--- src/iol_pkg.sv ---
// constants for the increment / or / load-literal execute block
// assumes a 14-bit instruction word and an 8-bit accumulator and file bus
package iol_pkg;
  localparam int WORD_W = 14;
  localparam int DATA_W = 8;
  localparam int ADDR_W = 7;
  // opcode field positions
  localparam int OP6_HI = 13;
  localparam int OP6_LO = 8;
  localparam int OP4_HI = 13;
  localparam int OP4_LO = 10;
  localparam int DEST_BIT = 7;
  localparam logic [5:0] OPC_INCREMENT_FILE = 6'h0a;
  localparam logic [5:0] OPC_OR_ACCUM_FILE = 6'h04;
  localparam logic [5:0] OPC_OR_LITERAL = 6'h38;
  localparam logic [3:0] OPC_LOAD_LITERAL = 4'hc;
  localparam logic [DATA_W-1:0] ACCUM_RESET = 8'h00;
  localparam logic ZERO_RESET = 1'b0;
  localparam logic [DATA_W-1:0] ONE = 8'h01;
  typedef enum logic [4:0] {
    IOL_NONE = 5'b00001,
    IOL_INC = 5'b00010,
    IOL_ORL = 5'b00100,
    IOL_ORF = 5'b01000,
    IOL_MOVL = 5'b10000
  } iol_op_t;
endpackage

--- src/iol_decode.sv ---
// instruction word decoder for the four executed opcodes
// assumes a valid 14-bit word on the same clock, purely combinational
`timescale 1ns/1ps
module iol_decode
  import iol_pkg::*;
(
  input wire logic [iol_pkg::WORD_W-1:0] word,
  output iol_pkg::iol_op_t op
);
  always_comb begin
    op = IOL_NONE;
    if (word[OP6_HI:OP6_LO] == OPC_INCREMENT_FILE) begin
      op = IOL_INC; // [RULE1]
    end else if (word[OP6_HI:OP6_LO] == OPC_OR_LITERAL) begin
      op = IOL_ORL; // [RULE3]
    end else if (word[OP6_HI:OP6_LO] == OPC_OR_ACCUM_FILE) begin
      op = IOL_ORF; // [RULE5]
    end else if (word[OP4_HI:OP4_LO] == OPC_LOAD_LITERAL) begin
      // bits 9:8 are ignored
      op = IOL_MOVL; // [RULE7]
    end
  end
endmodule

--- src/iol_exec.sv ---
// execute stage for increment-file, or-literal, or-file and load-literal
// assumes the core presents one instruction per cycle with its file operand
// already read combinationally at FILE_ADDR; writes land one cycle later
// assertions at the end sample the registered answer one edge after the word
// How it works
// [RULE1] increment file, wrap, zero flag from result
// [RULE2] dest bit 0 to accumulator, 1 to file
// [RULE3] or literal low byte with accumulator
// [RULE4] or literal writes accumulator, updates zero
// [RULE5] or file, dest bit selects, updates zero
// [RULE6] load literal to accumulator, flags unchanged
// [RULE7] two bits above literal ignored
// [RULE8] one word, one cycle, no stall
`timescale 1ns/1ps
module iol_exec
  import iol_pkg::*;
(
  input wire logic CLOCK,
  input wire logic RESET_N,
  input wire logic INSTR_VALID,
  input wire logic [iol_pkg::WORD_W-1:0] INSTR_WORD,
  input wire logic [iol_pkg::DATA_W-1:0] FILE_RDATA,
  output logic [iol_pkg::ADDR_W-1:0] FILE_ADDR,
  output logic [iol_pkg::ADDR_W-1:0] FILE_WADDR_Q,
  output logic [iol_pkg::DATA_W-1:0] FILE_WDATA_Q,
  output logic FILE_WE_Q,
  output logic [iol_pkg::DATA_W-1:0] ACCUM_Q,
  output logic ZERO_Q,
  output logic DONE_Q
);
  iol_op_t op;
  logic [DATA_W-1:0] accum_d;
  logic zero_d;
  logic file_we_d;
  logic [DATA_W-1:0] file_wdata_d;
  logic [ADDR_W-1:0] file_waddr_d;
  logic done_d;
  logic [DATA_W-1:0] result;
  logic [DATA_W-1:0] literal;
  logic dest_file;

  iol_decode u_dec (
    .word(INSTR_WORD),
    .op(op)
  );

  // read address is driven combinationally so the operand arrives the same cycle
  assign FILE_ADDR = INSTR_WORD[ADDR_W-1:0];
  assign literal = INSTR_WORD[DATA_W-1:0];
  assign dest_file = INSTR_WORD[DEST_BIT];

  // one zero test shared by the three flag-updating operations
  function automatic logic zero_of(input logic [DATA_W-1:0] value);
    return value == 8'h00;
  endfunction

  always_comb begin
    accum_d = ACCUM_Q;
    zero_d = ZERO_Q;
    file_we_d = 1'b0;
    // the write port keeps its last address and data so an idle port does not toggle
    file_wdata_d = FILE_WDATA_Q;
    file_waddr_d = FILE_WADDR_Q;
    done_d = 1'b0;
    result = 8'h00;
    if (INSTR_VALID) begin
      done_d = (op != IOL_NONE); // [RULE8]
      unique case (op)
        IOL_INC: begin
          result = FILE_RDATA + ONE; // [RULE1]
          zero_d = zero_of(result); // [RULE1]
        end
        IOL_ORL: begin
          result = ACCUM_Q | literal; // [RULE3]
          accum_d = result; // [RULE4]
          zero_d = zero_of(result); // [RULE4]
        end
        IOL_ORF: begin
          result = ACCUM_Q | FILE_RDATA; // [RULE5]
          zero_d = zero_of(result); // [RULE5]
        end
        IOL_MOVL: begin
          accum_d = literal; // [RULE6]
        end
        IOL_NONE: begin
        end
      endcase
      // both file ops share the destination steering; the flag is set either way
      if (op == IOL_INC || op == IOL_ORF) begin
        if (dest_file) begin
          file_we_d = 1'b1; // [RULE2]
          file_wdata_d = result;
          file_waddr_d = INSTR_WORD[ADDR_W-1:0];
        end else begin
          accum_d = result; // [RULE2]
        end
      end
    end
  end

  always_ff @(posedge CLOCK or negedge RESET_N) begin
    if (!RESET_N) begin
      ACCUM_Q <= ACCUM_RESET;
      ZERO_Q <= ZERO_RESET;
      FILE_WE_Q <= 1'b0;
      FILE_WDATA_Q <= 8'h00;
      FILE_WADDR_Q <= 7'h00;
      DONE_Q <= 1'b0;
    end else begin
      ACCUM_Q <= accum_d;
      ZERO_Q <= zero_d;
      FILE_WE_Q <= file_we_d;
      FILE_WDATA_Q <= file_wdata_d;
      FILE_WADDR_Q <= file_waddr_d;
      DONE_Q <= done_d;
    end
  end

  // helpers decode the word apart from the decoder so a decode slip shows up
  wire is_inc = INSTR_VALID && INSTR_WORD[OP6_HI:OP6_LO] == OPC_INCREMENT_FILE;
  wire is_orl = INSTR_VALID && INSTR_WORD[OP6_HI:OP6_LO] == OPC_OR_LITERAL;
  wire is_orf = INSTR_VALID && INSTR_WORD[OP6_HI:OP6_LO] == OPC_OR_ACCUM_FILE;
  wire is_movl = INSTR_VALID && INSTR_WORD[OP4_HI:OP4_LO] == OPC_LOAD_LITERAL;
  wire any_op = is_inc || is_orl || is_orf || is_movl;
  wire to_file = (is_inc || is_orf) && INSTR_WORD[DEST_BIT];
endmodule

--- config.mk ---
export PLATFORM = sky130hd
export DESIGN_NAME = iol_exec
export DESIGN_NICKNAME = d
export VERILOG_FILES = /design/src/iol_pkg.sv /design/src/iol_decode.sv /design/src/iol_exec.sv
export SDC_FILE = /design/constraint.sdc
export NUM_CORES = 1
export LEC_CHECK = 0
export ABC_CLOCK_PERIOD_IN_PS = 3150
export BUFFER_PORTS_ARGS = -buffer_cell sky130_fd_sc_hd__buf_2
export CORE_MARGIN = 2
export CORE_UTILIZATION = 50
export CTS_CLUSTER_SIZE = 10
export DETAILED_ROUTE_END_ITERATION = 8
export GPL_ROUTABILITY_DRIVEN = 0
export GPL_TIMING_DRIVEN = 0
export PLACE_DENSITY = 0.8
export SLEW_MARGIN = 20
export SYNTH_ARGS = -nofsm -noshare
export SYNTH_HDL_FRONTEND = slang
export SYNTH_SLANG_ARGS = --single-unit
--- constraint.sdc ---
create_clock -name CLOCK -period 3.15 [get_ports CLOCK]
set_input_delay 0.945 -clock CLOCK [delete_from_list [all_inputs] [get_ports CLOCK]]
set_output_delay 0.945 -clock CLOCK [all_outputs]
set_load 0.005 [all_outputs]
Word level (Yosys, flattened, before mapping)

Cells that the tools add are included.

Register bits: 26
Bits of input ports: 25
Output and inout port bits: 33
Word-level logic and storage cells: 38

Add/subtract/negate cells: 1
Eq/ne operators: 9
Muxes and demuxes: 13
Bitwise operators: 2
Reduce and logical (&&, ||, !) cells: 7

Operators by type and width:

| kind                | number |
|---|---|
| $logic_not 8->1     | 3 |
| $pmux 8 s3          | 1 |
| $mux 5              | 4 |
| $mux 8              | 2 |
| $or 8x8->8          | 2 |
| $pmux 8 s2          | 1 |
| $add 8x1->8 const B | 1 |
| $eq 6x3->1 const B  | 1 |
| $eq 6x4->1 const B  | 1 |
| $eq 6x6->1 const B  | 1 |
| $eq 5x2->1 const B  | 1 |
| $eq 5x3->1 const B  | 1 |
| $eq 5x4->1 const B  | 1 |
| $eq 5x5->1 const B  | 1 |
| $ne 5x1->1 const B  | 1 |
| $eq 4x4->1 const B  | 1 |
| $mux 1              | 4 |
| $pmux 1 s3          | 1 |
| $reduce_and 3->1    | 1 |
| $reduce_bool 3->1   | 1 |
| $reduce_and 2->1    | 1 |
| $logic_or 1x1->1    | 1 |

Depth between registers and ports, before layout

Depth after elaboration: 9
Gate-level depth with buffers: 8
Mapped depth without buffers: 6

Hierarchy

From an unflattened synthesis, not the netlist that was laid out.

Cells, all modules: 198
Area, all modules: 1769.2 µm²

Modules (own cells, without submodules):

| module     | times used | cells each | area each (µm²) | sequential area each (µm²) |
|---|---|---|---|---|
| iol_exec   | 1          | 187        | 1702.9          | 650.6 |
| iol_decode | 1          | 11         | 66.3            | 0.0 |

Worst setup path after synthesis

OpenSTA, ideal clock, no wires.

Path kind: input -> register
Start: input INSTR_WORD[11] (netlist name)
End: register ZERO_Q
Setup time: 125 ps
Arrival time: 2294 ps
Data required time: 3025 ps
Path slack: 731 ps
Stages on the path: 6
Path through: buf_6 or4b_4 a21oi_4 a211oi_1 a41o_1 mux2_2

Longest elaborated chain between the ends: 8

Ends and longest elaborated chain:

| what                               | RTL line         | text |
|---|---|---|
| start: declaration                 | iol_exec.sv:21   | `input wire logic [iol_pkg::WORD_W-1:0] INSTR_WORD,` |
| $eq 4x4->1                         | iol_decode.sv:18 | `end else if (word[OP4_HI:OP4_LO] == OPC_LOAD_LITERAL) begin` |
| $mux 5                             | iol_decode.sv:18 |  |
| $mux 5                             | iol_decode.sv:16 | `end else if (word[OP6_HI:OP6_LO] == OPC_OR_ACCUM_FILE) begin` |
| $mux 5                             | iol_decode.sv:14 | `end else if (word[OP6_HI:OP6_LO] == OPC_OR_LITERAL) begin` |
| $mux 5 *                           | iol_decode.sv:12 | `if (word[OP6_HI:OP6_LO] == OPC_INCREMENT_FILE) begin` |
| $eq 5x2->1 (tied with other cells) | iol_exec.sv:68   | `unique case (op)` |
| $reduce_bool 3->1 (no line)        | --               |  |
| $reduce_and 2->1 (no line)         | --               |  |
| end signal: assignment             | iol_exec.sv:111  | `ZERO_Q <= zero_d;` |
| end: declaration                   | iol_exec.sv:28   | `output logic ZERO_Q,` |

Mark *: on every way between the ends. The rest lies on a longest branch, timed or not.
A chain may end at the register's enable or synchronous reset.

Final worst setup path

Start: input INSTR_WORD[9] (netlist name)
End: register ACCUM_Q[6] (netlist name)

Longest elaborated chain between the ends: 8

Ends and longest elaborated chain:

| what                                     | RTL line                       | text |
|---|---|---|
| $eq 6x3->1                               | iol_decode.sv:16               |  |
| $mux 5                                   | iol_decode.sv:16               |  |
| $mux 5                                   | iol_decode.sv:14               |  |
| $mux 5 *                                 | iol_decode.sv:12               |  |
| $eq 5x4->1 (tied with other cells)       | iol_exec.sv:68, iol_exec.sv:89 |  |
| $pmux 8 s3 or $pmux 8 s2 (tied branches) | iol_exec.sv:68                 |  |
| $mux 8                                   | iol_exec.sv:90                 | `if (dest_file) begin` |
| $mux 8 *                                 | iol_exec.sv:89                 | `if (op == IOL_INC \|\| op == IOL_ORF) begin` |
| end signal: assignment                   | iol_exec.sv:110                | `ACCUM_Q <= accum_d;` |
| end: declaration                         | iol_exec.sv:27                 | `output logic [iol_pkg::DATA_W-1:0] ACCUM_Q,` |

Marked as above.

==> run_results.csv <==
group,metric,value,unit
outcome,status,"finished, final reports clean",
power,total_power,0.778,mW
job,drv_cap,0,
clocking,ctsHoldBuffers,0,
die,rows,20,
power,clkPwrFrac,0.171,
setup_path,critPathMaxFanout,7,
sta,relSlewSlack,0.414,
routing,drtPass1Iterations,9,
setup_path,crit_path_start_kind,"input pin",
die,die_area,3810,um2
power,ir_worst_vdd,0.000233,V
sta,finalSetupViolations,0,
power,internal-power,0.537,mW
yosys,synthFlopType,"dfrtp_1",
die,design.core.area,3100,um2
die,pin_count,58,
place,portBuffers,54,
place,dp_hpwl,3340,um
sta,setup_tns,0,ns
grt,grtUsageTotal,0.246,
grt,grt_remaining_overflow,0,
routing,ant_nets,0,
die,die_w,61.7,um
sta,fin_ws,0.813,ns
layout,layout_common_cells,"buf_2 (56), dfrtp_1 (26), nor2_1 (18)",
yosys,synth-seq-area-share,0.391,
layout,drive_gt1_frac,0.351,
setup_path,critPathTopFamily,"compound AO/OA/AOI/OAI gates",
grt,grt_max_degree,27,
power,p_comb_frac,0.276,
layout,nFillCells,281,
yosys,async_flop_share,1.00,
routing,drt_iter0_markers,151,
grt,grt_pass1_wl,6990,um
setup_path,crit_path_max_incr_delay,0.85,ns
setup_path,slowest_stage,"a2111oi_2",
sta,skew,0.00153,ns
sta,min_period,2.34,ns
setup_path,worstPathCellList,"buf_2 > or2_1 > a2111oi_2 > a22oi_1 > o21ai_0",
clocking,cts_tree,"done",
power,power_density,387,nW/um2
yosys,syn_area,1660,um2
yosys,synth.avg_cell_area,9.73,um2
layout,final_util,0.648,
grt,grt_pass1_vias,1507,
layout,fin_nets,256,
power,power.leakage,0.975,nW
clocking,worstSkewPairLatency,0.30,ns
place,dp_worst_setup_slack,0.534,ns
sta,finalHoldViolations,0,
clocking,numCtsBuffers,3,
yosys,synth_cell_types,53,
routing,wl_per_cell,16.0,um
sta,slew_viol_final,0,
yosys,synth_nets,197,
setup_path,arrival,2.56,ns
clocking,path_clk_slew,0.13,ns
routing,wl,4340,um
power,power.share.sequential,0.553,
clocking,cts_setup_buffers,0,
grt,antenna_found_initial,0,
sta,period_share,0.742,
setup_path,worst-path-buf-inv,1,
clocking,clockBufferDepth,2,
sta,worstMarginPinSlew,0.877,ns
clocking,ctsResizeCount,0,
sta,timing.fmax,428,MHz
yosys,synthCells,171,
layout,final_common_cell,"buf_2",
die,die_y,61.7,um
clocking,root_buffer,"clkbuf_4",
yosys,yosys_register_bits,26,
sta,rsz0062_at_grt,"no",
yosys,synth_edf_count,0,
routing,drc_errors,0,
routing,vias,1674,
layout,synthToLayoutAreaGrowth,20.9,%
power,p_sw,0.241,mW
worst_hold_path,hp-class,"reg -> reg",
setup_path,end_kind,"flip-flop",
yosys,ys_warn_count,0,
routing,avgViaCountPerCell,6.15,
setup_path,crit_type,"in -> reg",
power,swShare,0.310,
clocking,clkSinkCount,26,
clocking,htreeDepth,1,
layout,diodes,0,
die,start_util,0.536,
setup_path,crit_required,3.38,ns
final cells by class:
type                       instances  area, um2  area share
clock buffer                       3       22.5      0.0112
buffer                            13       92.6      0.0460
multi-input combinational        126        898       0.447
inverter                           6       22.5      0.0112
timing repair buffer              54        270       0.134
tap                               44       55.1      0.0274
sequential                        26        651       0.323
layer usage:
| layer | track usage | vias up | share of wire |
|---|---|---|---|
| li1 | - | 768 | - |
| met5 | 0 | - | 0 |
| met2 | 0.388 | 120 | 0.45 |
| met4 | 0.0486 | 0 | 0.012 |
| met1 | 0.367 | 777 | 0.43 |
| met3 | 0.0352 | 9 | 0.10 |
stage by stage:
stage | instances | instance area (um2) | hold slack (ns)
detailed placement | 269 | 1990 | 0.469
CTS | 272 | 2010 | 0.499
global placement | 269 | 1990 | 0.462
finish | 272 | 2010 | 0.494
floorplan | 171 | 1660 | 0.483
global route | 272 | 2010 | 0.519
registers in the layout, summed over array words and instances, names as in the netlist:
register and count:
ZERO_Q 1, FILE_WADDR_Q 7, FILE_WDATA_Q 8, ACCUM_Q 8, DONE_Q 1, FILE_WE_Q 1
path summary, 6_finish.rpt:
path / startpoint / endpoint / slack (ns) / cells after the start
worst min-delay path: FILE_WADDR_Q[0]$_DFFE_PN0P_ / FILE_WADDR_Q[0]$_DFFE_PN0P_ / 0.49 / 1
max in group asynchronous: RESET_N / ACCUM_Q[5]$_DFFE_PN0P_ / 2.16 / 1
worst max-delay path: INSTR_WORD[9] / ACCUM_Q[6]$_DFFE_PN0P_ / 0.81 / 5
min in group asynchronous: RESET_N / FILE_WADDR_Q[6]$_DFFE_PN0P_ / 0.61 / 1
worst max register to register: ACCUM_Q[4]$_DFFE_PN0P_ / ACCUM_Q[4]$_DFFE_PN0P_ / 1.85 / 4
worst min register to register: FILE_WADDR_Q[0]$_DFFE_PN0P_ / FILE_WADDR_Q[0]$_DFFE_PN0P_ / 0.49 / 1
synthesized netlist by cell type (2+ instances only):
| library cell | count | share of area |
|---|---|---|
| dfrtp_1 | 26 | 0.39 |
| nor2_1 | 18 | 0.041 |
| mux2_1 | 9 | 0.061 |
| a21oi_1 | 8 | 0.024 |
| buf_4 | 7 | 0.032 |
| nand2_1 | 7 | 0.016 |
| nor4_1 | 7 | 0.026 |
| inv_1 | 6 | 0.014 |
| o21ai_0 | 6 | 0.018 |
| nand3_1 | 5 | 0.015 |
| nor3_1 | 5 | 0.015 |
| a221o_1 | 4 | 0.024 |
| o211ai_1 | 4 | 0.018 |
| o221a_2 | 4 | 0.027 |
| a22oi_1 | 3 | 0.014 |
| o21a_1 | 3 | 0.014 |
| xnor2_1 | 3 | 0.016 |
| a22o_1 | 2 | 0.011 |
| a31oi_1 | 2 | 0.0075 |
| and3_1 | 2 | 0.0075 |
| buf_2 | 2 | 0.0060 |
| buf_6 | 2 | 0.014 |
| clkbuf_1 | 2 | 0.0045 |
| nand4_1 | 2 | 0.0075 |
| nor2b_1 | 2 | 0.0075 |
| o21ai_1 | 2 | 0.0060 |
| xor2_1 | 2 | 0.011 |
worst reg2reg max path, stage by stage, from the launching register on:
cell and delay (ns):
dfrtp_1 0.46, o211ai_1 0.20, o221a_2 0.23, nor2_1 0.04, a221o_1 0.26
power by group through the flow:
stage / Clock [mW] / Sequential (mW) / Combinational (mW)
6_report: 0.133 / 0.430 / 0.215
4_1_cts: 0.136 / 0.429 / 0.215
5_1_grt: 0.149 / 0.438 / 0.241
3_5_place_dp: 0 / 0.435 / 0.214
3_3_place_gp: 0 / 0.433 / 0.211
2_1_floorplan: 0 / 0.433 / 0.0997
kinds of logic after synthesis:
family | Yosys count | synth area share
and+or+nand+nor | 59 | 0.195
AOI/OAI and AO/OA | 51 | 0.244
DFF | 26 | 0.391
buffers and inverters | 19 | 0.0692
muxes | 10 | 0.0677
xor gates and xnor gates | 5 | 0.0263
adders and majority gates | 1 | 0.00752
Note: power is estimated with default switching activity, not from simulation.
